===== config.mk =====
export PLATFORM = sky130hd
export DESIGN_NAME = isr_status_reporting
export DESIGN_NICKNAME = d
export VERILOG_FILES = /design/src/ieee_status_pkg.sv /design/src/isr_status_reporting.sv
export SDC_FILE = /design/constraint.sdc
export NUM_CORES = 1
export LEC_CHECK = 0
export ABC_CLOCK_PERIOD_IN_PS = 6520
export BUFFER_PORTS_ARGS = -buffer_cell sky130_fd_sc_hd__clkbuf_2
export CORE_MARGIN = 2
export CORE_UTILIZATION = 55
export CTS_CLUSTER_DIAMETER = 150
export DETAILED_ROUTE_END_ITERATION = 10
export PLACE_DENSITY = 0.76
export SYNTH_ARGS = -nofsm -noshare
export SYNTH_HDL_FRONTEND = slang
export SYNTH_SLANG_ARGS = --single-unit

===== constraint.sdc =====
create_clock -name clock -period 6.52 [get_ports clock]
set_input_delay 0.978 -clock clock [delete_from_list [all_inputs] [get_ports clock]]
set_output_delay 0.978 -clock clock [all_outputs]
set_load 0.02 [all_outputs]

===== src/ieee_status_pkg.sv =====
// ieee_status_pkg: constants, command codes and the identification text of the
// status reporting block; assumes the bus front end decodes commands into codes.
package ieee_status_pkg;

    // gpib multiline bus command codes, seen with atn asserted
    localparam logic [7:0] BUS_CODE_DEVICE_CLEAR = 8'h14;
    localparam logic [7:0] BUS_CODE_SELECTED_CLEAR = 8'h04;

    // event flag bit positions (weights 128 down to 1)
    localparam int FLAG_POWER_ON = 7;
    localparam int FLAG_USER_REQUEST = 6;
    localparam int FLAG_COMMAND_ERROR = 5;
    localparam int FLAG_EXECUTION_ERROR = 4;
    localparam int FLAG_DEVICE_ERROR = 3;
    localparam int FLAG_QUERY_ERROR = 2;
    localparam int FLAG_TRIGGER = 1;
    localparam int FLAG_OP_COMPLETE = 0;

    // reset values
    localparam logic [7:0] EVENT_ENABLE_RESET = 8'h00;
    localparam logic [7:0] EVENT_FLAGS_RESET = 8'h00;

    // response buffer shape
    localparam int RESP_DEPTH = 24;
    localparam int RESP_IDX_W = 5;

    // ascii characters used in responses
    localparam logic [7:0] CHAR_ZERO = 8'h30;
    localparam logic [7:0] CHAR_NEWLINE = 8'h0a;

    // identification text, arbitrary maker and model values, newline appended
    localparam int IDN_LEN = 18;
    localparam logic [8*IDN_LEN-1:0] IDN_TEXT = "ACME,PC100,0,1.0\n\n";
    localparam logic [RESP_IDX_W-1:0] IDN_SEND_LEN = 5'h11;

    // decoded common commands
    typedef enum logic [2:0]
    {
        ISR_CMD_CLEAR_STATUS = 3'b000,
        ISR_CMD_ENABLE_WRITE = 3'b001,
        ISR_CMD_ENABLE_QUERY = 3'b010,
        ISR_CMD_FLAGS_QUERY = 3'b011,
        ISR_CMD_IDENT_QUERY = 3'b100
    } isr_cmd_t;

endpackage


===== src/isr_status_reporting.sv =====
// isr_status_reporting: standard event flags, enable mask, summary bit, bus clears
// and the response byte stream for the status queries.
// assumes a front end that decodes bus bytes and common commands into one-cycle strobes.
//
// Summary of operation
// bus clear and interface clear commands are acted on only while atn is asserted.
// device clear, or selected clear while addressed, flushes buffers, resets the parser and drops pending work.
// interface clear halts bus activity, unaddresses the device, disables serial poll and hands control to the system controller.
// clear status zeroes the event flags, clears the error queue and cancels the opc request.
// clear status right after a message terminator also empties the output queue and clears message available.
// the enable write loads an eight bit mask where a one enables the matching flag.
// the enable query returns the mask as decimal text ended by newline.
// the summary bit is set whenever a flag is set and enabled.
// bit 7 records power on and bit 6 records a front panel key press.
// bits 5 to 2 record command, execution, device dependent and query errors.
// bit 1 is the trigger flag and bit 0 the operation complete flag.
// the flags query returns the sum of set bit weights as decimal text.
// answering the flags query clears every flag.
// the identification query returns a fixed maker and model text with the revision.
// the controller reads a response before the next message, else it is dropped and a query error logged.
// a set flag stays set until read or cleared by clear status; the code also clears the flags on a flags query that gets no answer.
`timescale 1ns/1ns
module isr_status_reporting
    import ieee_status_pkg::*;
(
    // clock and reset
    input wire logic clock,
    input wire logic resetn,
    // gpib bus command side
    input wire logic atn,
    input wire logic busCmdValid,
    input wire logic [7:0] busCmdCode,
    input wire logic addressed,
    input wire logic ifc,
    // common command side
    input wire logic cmdValid,
    input wire ieee_status_pkg::isr_cmd_t cmdCode,
    input wire logic [7:0] cmdData,
    input wire logic afterTerminator,
    // instrument event strobes
    input wire logic keyPress,
    input wire logic commandError,
    input wire logic executionError,
    input wire logic deviceError,
    input wire logic triggerSeen,
    input wire logic opComplete,
    // response stream
    output logic txValid_q,
    output logic [7:0] txData_q,
    input wire logic txReady,
    // status outputs
    output logic [7:0] eventEnable_q,
    output logic [7:0] eventFlags_q,
    output logic summaryBit_q,
    output logic messageAvail_q,
    // clear and interface actions, one-cycle pulses except controllerIsSystem_q
    output logic deviceClear_q,
    output logic busHalt_q,
    output logic unaddress_q,
    output logic serialPollOff_q,
    output logic controllerIsSystem_q,
    output logic errorQueueClear_q,
    output logic opcRequestClear_q,
    output logic outputQueueClear_q
);
    import ieee_status_pkg::*;

    // decimal text of a byte, digits then newline, leading zeros dropped
    function automatic logic [31:0] dec_text(input logic [7:0] v);
        logic [7:0] h;
        logic [7:0] t;
        logic [7:0] u;
        h = v / 8'd100;
        t = (v / 8'd10) % 8'd10;
        u = v % 8'd10;
        if (h != 8'h00)
            dec_text = {CHAR_ZERO + h, CHAR_ZERO + t, CHAR_ZERO + u, CHAR_NEWLINE};
        else if (t != 8'h00)
            dec_text = {CHAR_ZERO + t, CHAR_ZERO + u, CHAR_NEWLINE, 8'h00};
        else
            dec_text = {CHAR_ZERO + u, CHAR_NEWLINE, 8'h00, 8'h00};
    endfunction

    function automatic logic [RESP_IDX_W-1:0] dec_len(input logic [7:0] v);
        if (v >= 8'd100)
            dec_len = 5'h04;
        else if (v >= 8'd10)
            dec_len = 5'h03;
        else
            dec_len = 5'h02;
    endfunction

    logic [7:0] eventEnable_d;
    logic [7:0] eventFlags_d;
    logic summaryBit_d;
    logic powerOnPending_q;
    logic powerOnPending_d;
    logic deviceClear_d;
    logic busHalt_d;
    logic unaddress_d;
    logic serialPollOff_d;
    logic controllerIsSystem_d;
    logic errorQueueClear_d;
    logic opcRequestClear_d;
    logic outputQueueClear_d;
    logic [7:0] respBuf_q [RESP_DEPTH];
    logic [7:0] respBuf_d [RESP_DEPTH];
    logic [RESP_IDX_W-1:0] respLen_q;
    logic [RESP_IDX_W-1:0] respLen_d;
    logic [RESP_IDX_W-1:0] respIdx_q;
    logic [RESP_IDX_W-1:0] respIdx_d;
    logic txValid_d;
    logic [7:0] txData_d;

    // status and control state
    always_comb
    begin
        logic busCmd;
        logic clearFlags;
        logic [7:0] setFlags;
        busCmd = busCmdValid && atn;
        clearFlags = 1'b0;
        setFlags = 8'h00;
        eventEnable_d = eventEnable_q;
        powerOnPending_d = 1'b0;
        deviceClear_d = busCmd && ((busCmdCode == BUS_CODE_DEVICE_CLEAR)
            || (busCmdCode == BUS_CODE_SELECTED_CLEAR && addressed));
        busHalt_d = ifc && atn;
        unaddress_d = ifc && atn;
        serialPollOff_d = ifc && atn;
        controllerIsSystem_d = controllerIsSystem_q || (ifc && atn);
        errorQueueClear_d = 1'b0;
        opcRequestClear_d = 1'b0;
        outputQueueClear_d = 1'b0;
        if (cmdValid)
        begin
            unique case (cmdCode)
                ISR_CMD_CLEAR_STATUS:
                begin
                    clearFlags = 1'b1;
                    errorQueueClear_d = 1'b1;
                    opcRequestClear_d = 1'b1;
                    outputQueueClear_d = afterTerminator;
                end
                ISR_CMD_ENABLE_WRITE: eventEnable_d = cmdData;
                ISR_CMD_FLAGS_QUERY: clearFlags = 1'b1;
                default:
                begin
                end
            endcase
        end
        setFlags[FLAG_POWER_ON] = powerOnPending_q;
        setFlags[FLAG_USER_REQUEST] = keyPress;
        setFlags[FLAG_COMMAND_ERROR] = commandError;
        setFlags[FLAG_EXECUTION_ERROR] = executionError;
        setFlags[FLAG_DEVICE_ERROR] = deviceError;
        // a new command while a response is still unread loses it
        setFlags[FLAG_QUERY_ERROR] = cmdValid && txValid_q;
        setFlags[FLAG_TRIGGER] = triggerSeen;
        setFlags[FLAG_OP_COMPLETE] = opComplete;
        // flags hold until cleared, a new event wins over the clear
        eventFlags_d = (clearFlags ? 8'h00 : eventFlags_q) | setFlags;
        summaryBit_d = |(eventFlags_d & eventEnable_d);
    end

    always_ff @(posedge clock or negedge resetn)
    begin
        if (!resetn)
        begin
            eventEnable_q <= EVENT_ENABLE_RESET;
            eventFlags_q <= EVENT_FLAGS_RESET;
            summaryBit_q <= 1'b0;
            powerOnPending_q <= 1'b1;
            deviceClear_q <= 1'b0;
            busHalt_q <= 1'b0;
            unaddress_q <= 1'b0;
            serialPollOff_q <= 1'b0;
            controllerIsSystem_q <= 1'b0;
            errorQueueClear_q <= 1'b0;
            opcRequestClear_q <= 1'b0;
            outputQueueClear_q <= 1'b0;
        end
        else
        begin
            eventEnable_q <= eventEnable_d;
            eventFlags_q <= eventFlags_d;
            summaryBit_q <= summaryBit_d;
            powerOnPending_q <= powerOnPending_d;
            deviceClear_q <= deviceClear_d;
            busHalt_q <= busHalt_d;
            unaddress_q <= unaddress_d;
            serialPollOff_q <= serialPollOff_d;
            controllerIsSystem_q <= controllerIsSystem_d;
            errorQueueClear_q <= errorQueueClear_d;
            opcRequestClear_q <= opcRequestClear_d;
            outputQueueClear_q <= outputQueueClear_d;
        end
    end

    // response buffer and byte stream
    always_comb
    begin
        logic [31:0] txt;
        logic load;
        logic abort;
        txt = 32'h00000000;
        load = 1'b0;
        abort = deviceClear_d || (ifc && atn) || (cmdValid && txValid_q)
            || (cmdValid && cmdCode == ISR_CMD_CLEAR_STATUS && afterTerminator);
        respBuf_d = respBuf_q;
        respLen_d = respLen_q;
        respIdx_d = respIdx_q;
        txValid_d = txValid_q;
        txData_d = txData_q;
        if (txValid_q && txReady)
        begin
            if (respIdx_q == respLen_q)
                txValid_d = 1'b0;
            else
            begin
                txData_d = respBuf_q[respIdx_q];
                respIdx_d = respIdx_q + 5'h01;
            end
        end
        if (cmdValid && !txValid_q && !deviceClear_d && !(ifc && atn))
        begin
            unique case (cmdCode)
                ISR_CMD_ENABLE_QUERY:
                begin
                    txt = dec_text(eventEnable_q);
                    respLen_d = dec_len(eventEnable_q);
                    load = 1'b1;
                end
                ISR_CMD_FLAGS_QUERY:
                begin
                    txt = dec_text(eventFlags_q);
                    respLen_d = dec_len(eventFlags_q);
                    load = 1'b1;
                end
                ISR_CMD_IDENT_QUERY:
                begin
                    for (int i = 0; i < IDN_LEN; i++)
                        respBuf_d[i] = IDN_TEXT[8*(IDN_LEN-1-i) +: 8];
                    respLen_d = IDN_SEND_LEN;
                    load = 1'b1;
                end
                default:
                begin
                end
            endcase
            if (load && cmdCode != ISR_CMD_IDENT_QUERY)
            begin
                for (int i = 0; i < 4; i++)
                    respBuf_d[i] = txt[8*(3-i) +: 8];
            end
        end
        if (abort)
            txValid_d = 1'b0;
        else if (load)
        begin
            txValid_d = 1'b1;
            txData_d = respBuf_d[0];
            respIdx_d = 5'h01;
        end
    end

    always_ff @(posedge clock or negedge resetn)
    begin
        if (!resetn)
        begin
            for (int i = 0; i < RESP_DEPTH; i++)
                respBuf_q[i] <= 8'h00;
            respLen_q <= 5'h00;
            respIdx_q <= 5'h00;
            txValid_q <= 1'b0;
            txData_q <= 8'h00;
            messageAvail_q <= 1'b0;
        end
        else
        begin
            respBuf_q <= respBuf_d;
            respLen_q <= respLen_d;
            respIdx_q <= respIdx_d;
            txValid_q <= txValid_d;
            txData_q <= txData_d;
            messageAvail_q <= txValid_d;
        end
    end

endmodule


Word-level counts from Yosys, hierarchy flattened:

Cells that the tools add are included.

* word-level logic and storage cells: 127
* output and inout bits: 35
* register bits: 77

* divide/modulo/power cells: 8
* magnitude comparators: 5
* reductions and logical operators: 36
* add/subtract/negate cells: 7
* equal/unequal tests: 8
* muxes and demuxes: 40
* bitwise gates (word level): 3

Operators by type and width (number)
* $mux 144: 2
* $mux 32: 5
* $mux 8: 9
* $pmux 32 s2: 1
* $add 6x8->8 const A: 6
* $bmux 8 s5: 1
* $mod 8x4->8 const B: 4
* $reduce_bool 8->1: 4
* $mux 5: 4
* $div 8x4->8 const B: 2
* $div 8x7->8 const B: 2
* $ge 8x4->1 const B: 2
* $ge 8x7->1 const B: 2
* $mux 1: 15
* $pmux 5 s3: 1
* $logic_and 1x1->1: 12
* $reduce_bool 3->1: 3
* $and 8x8->8: 1
* $eq 8x3->1 const B: 1
* $eq 8x5->1 const B: 1
* $or 8x8->8: 1
* $reduce_and 2->1: 4
* $reduce_or 8->1: 1
* $eq 3x2->1 const B: 2
* other kinds (14): 21

Longest topological paths before layout:

* depth after elaboration: 13
* depth in mapped cells: 28
* mapped depth without buffers: 28

Worst setup path after synthesis:

OpenSTA, ideal clock, no wires.

* path kind: reg-to-reg
* start point: register eventFlags_q[3]
* end point: register txData_q[6]
* arrival time: 4.768 ns
* path slack: 1.622 ns
* buffers on the path: 0
* cell stages (with the launch flop): 28
* period minus slack after synthesis: 4.898 ns
* setup time: 0.130 ns
* path through: dfrtp_1 clkinv_1 ha_1 or2_1 a2bb2oi_1 nand3_1 inv_1 ha_1 nand2_1 a41o_1 a21oi_1 o31a_1 a31o_1 nand2_1 nand2_1 inv_1 ha_1 or3_1 nand3_1 o21a_1 a21oi_1 ha_1 nor3_1 a21oi_1 o211ai_1 a31oi_1 o21ai_1 a22oi_1

* longest elaborated chain between the ends: 10
* elaborated cells on any way between the ends: 16
* classes of those cells: add/sub (3); div (4); mux (7); reduce/logical (2)

RTL lines
* from (decl): RTL line isr_status_reporting.sv:53 `output logic [7:0] eventFlags_q,`
* from (signal assigned): RTL line isr_status_reporting.sv:186 `eventFlags_q <= eventFlags_d;`
* $div 8x4->8: RTL line isr_status_reporting.sv:74 `t = (v / 8'd10) % 8'd10;`
* $mod 8x4->8: RTL line isr_status_reporting.sv:74
* $add 6x8->8 or $reduce_bool 8->1 (tied branches): RTL line isr_status_reporting.sv:79, isr_status_reporting.sv:78
* $mux 32: RTL line isr_status_reporting.sv:78 `else if (t != 8'h00)`
* $mux 32 (*): RTL line isr_status_reporting.sv:76 `if (h != 8'h00)`
* $pmux 32 s2 (*): RTL line isr_status_reporting.sv:227 `unique case (cmdCode)`
* $mux 32 (*): RTL line isr_status_reporting.sv:251 `if (load && cmdCode != ISR_CMD_IDENT_QUERY)`
* $mux 144 (*): RTL line isr_status_reporting.sv:225 `if (cmdValid && !txValid_q && !deviceClear_d && !(ifc && atn))`
* $mux 8 (*): RTL line isr_status_reporting.sv:259 `else if (load)`
* $mux 8 (*): RTL line isr_status_reporting.sv:257 `if (abort)`
* named net txData_d[6]: RTL line isr_status_reporting.sv:113 `logic [7:0] txData_d;`
* to (signal assigned): RTL line isr_status_reporting.sv:285 `txData_q <= txData_d;`
* to (decl): RTL line isr_status_reporting.sv:49 `output logic [7:0] txData_q,`

Mark *: on every way through the listed nets, which the timed path passes. The rest lies on a longest branch.
A chain may end at the register's enable or synchronous reset.

Worst setup path after layout:

* start point: register eventFlags_q[4]
* end point: register txData_q[6]

Same word-level chain as after synthesis.

==> results.toml <==
[status]
status = "finished, final reports clean"

[grt]
grt.total_usage = 0.315
grt_pass1_wl_mm = 29.8
antenna_found_initial = 0
grt_pass1_vias = 5854
grt_max_degree = 69
grt_overflow_total = 0

[sta]
period_minus_slack_ns = 5.50
min_period_over_period = 0.843
hold_violations = 0
setup_ws_ns = 1.02
max_slew.worst_pin.slew_ns = 1.02
fin_skew_ns = 0.00757
finalSetupViolCount = 0
max_freq_mhz = 182
slew_headroom = 0.308
hold_slack_ns = 0.490
rsz0062_at_grt = "no"
fin_setup_tns_ns = 0
drv_slew = 0

[finish]
layout_common_cells = "84 x nand2_1, 67 x dfrtp_1, 67 x clkbuf_2, 58 x nor2_1, 52 x o21ai_0"
diodes = 0
synthToLayoutAreaGrowth_pct = 10.7
design_area_sq_um = 6870
layout-drive-gt1-share = 0.169
fin_cells = 956
final_nets = 863
layout_commonest_cell = "nand2_1"

[worst_setup_path]
critPathArrivalTime_ns = 5.71
endpoint_kind = "flip-flop"
rrSetupSlack_ns = 1.02
cp.required_ns = 6.73
critPathMaxFanout = 23
path_class = "flip-flop to flip-flop"
start_kind = "flip-flop"

[synthesis]
synth_seq_cells = 68
synth_warnings = 0
synthArstFlopShare = 1.00
avgSynthCellArea_sq_um = 8.00
synth-seq-area-share = 0.274
yosys_most_used_dff = "dfrtp_1"
ys_types = 100
syn-instance-count = 776
netlist_area_sq_um = 6210
synth_edf_count = 0

[clocking]
cts_repair_resize_count = 0
cts_sinks = 68
numCtsBuffers = 9
clockRootBuffer = "clkbuf_16"
post_cts_buffers = 0
htree_levels = 3
clk_latency_ns = 0.34
cts_tree = "done"
clk_path_buf_depth = 2
path_clk_slew_ns = 0.06
ctsHoldBuffers = 0

[floorplan]
rows = 38
fp.dieArea_sq_um = 12200
fp.dieH_microns = 110
die_x_microns = 110
initial_utilization = 0.568
core_area_sq_um = 10900
ios = 69

[place]
numPortBuffers = 68
hpwl_mm = 13.8
gp_congestion = 0.958
placed_cells = 941
placed_area_sq_um = 6550
pre_cts_slack_ns = 1.14

[drt]
num_vias = 6292
vias_per_cell = 6.58
drt-pass1-iter-count = 5
detail-route-antenna-nets = 0
drtIter0Drc = 551
drc_errors = 0
wl_per_cell_microns = 19.6
wl_mm = 18.7

[power_and_ir_drop]
p_leak_nw = 2.85
powerDensity_nw_per_um2 = 397
peakVddDrop_v = 0.000237

[run]
max_cap_viol_count = 0

[worst_hold_path]
hold_path.class = "flip-flop to flip-flop"
==> worst max-delay path, cell delays in order (launching register included) <==
cell and delay (ns):
dfrtp_1 0.60, ha_1 0.38, or2_1 0.29, a2bb2oi_1 0.25
nand3_1 0.31, inv_1 0.26, ha_1 0.22, nand2_1 0.07
a41o_1 0.21, a21oi_1 0.12, o31a_1 0.27, a31o_1 0.25
nand2_1 0.07, nand2_1 0.07, inv_1 0.06, ha_1 0.19
or3_1 0.37, nand3_1 0.15, o21a_1 0.15, a21oi_1 0.04
ha_1 0.22, nor3_1 0.20, a21oi_1 0.06, o211ai_1 0.15
a31oi_1 0.07, o21ai_1 0.21, a22oi_1 0.11
==> routing by layer <==
layer	GRT usage	wire (microns)	share of wire	vias to the layer above
met5	0	0	0	-
met4	0.0804	232	0.012	0
met3	0.0670	1480	0.079	23
met2	0.512	8840	0.47	278
met1	0.427	8160	0.44	3022
li1	-	-	-	2969
==> synthesized netlist by cell type (17+ instances only) <==
cell type / number / area share
ha_1: 17 / 0.034
o21ai_0: 52 / 0.042
clkbuf_1: 28 / 0.017
a22oi_1: 18 / 0.022
nand2_1: 84 / 0.051
nor2_1: 58 / 0.035
a21oi_1: 48 / 0.039
dfrtp_1: 67 / 0.27
a31oi_1: 19 / 0.019
inv_1: 20 / 0.012
nand3_1: 26 / 0.021
xnor2_1: 22 / 0.031
nor3_1: 26 / 0.021
==> sequential cells by signal (all words and copies together) (netlist names), 4 cells and up <==
name and flops:
eventEnable_q 8, eventFlags_q 8, txData_q 8, respBuf_q 27
respIdx_q 5, respLen_q 4
==> cells by family after synthesis <==
family | synth area share
muxes | 0.0391
other | 0.00121
adders and majority gates | 0.0359
and+or+nand+nor | 0.242
buffers and inverters | 0.0508
AOI/OAI and AO/OA | 0.319
xor gates and xnor gates | 0.0381
DFF | 0.274
==> metrics by stage <==
| step | utilization | power, mW |
|---|---|---|
| 3_5_place_dp | 0.599 | 2.16 |
| 2_1_floorplan | - | 1.80 |
| 3_3_place_gp | 0.599 | 2.13 |
| 6_report | 0.628 | 2.73 |
| 5_1_grt | 0.628 | 2.91 |
| 4_1_cts | 0.628 | 2.70 |
==> report_power, final <==
part           internal, mW  leakage (nW)  switching [mW]
Sequential            0.533         0.814           0.186
Clock                 0.345         0.155           0.192
Combinational         0.583          1.88           0.893
==> final cells by class <==
type / instances / area (sq um)
sequential: 68 / 1700
clock inverter: 5 / 85.1
fill: 962 / 4060
clock buffer: 10 / 239
inverter: 24 / 91.3
tap: 140 / 175
timing repair buffer: 73 / 378
multi-input combinational: 636 / 4200
==> worst paths after layout <==
check | from | end | cells past startpoint
min in group asynchronous | resetn | txData_q[6] | 2
hold / removal | respBuf_q[185] | respBuf_q[185] | 2
setup / recovery | eventFlags_q[4] | txData_q[6] | 26
hold reg to reg | respBuf_q[185] | respBuf_q[185] | 2
max in group asynchronous | resetn | eventFlags_q[2] | 2
setup reg to reg | eventFlags_q[4] | txData_q[6] | 26
Power figures use the tool's default switching activity.
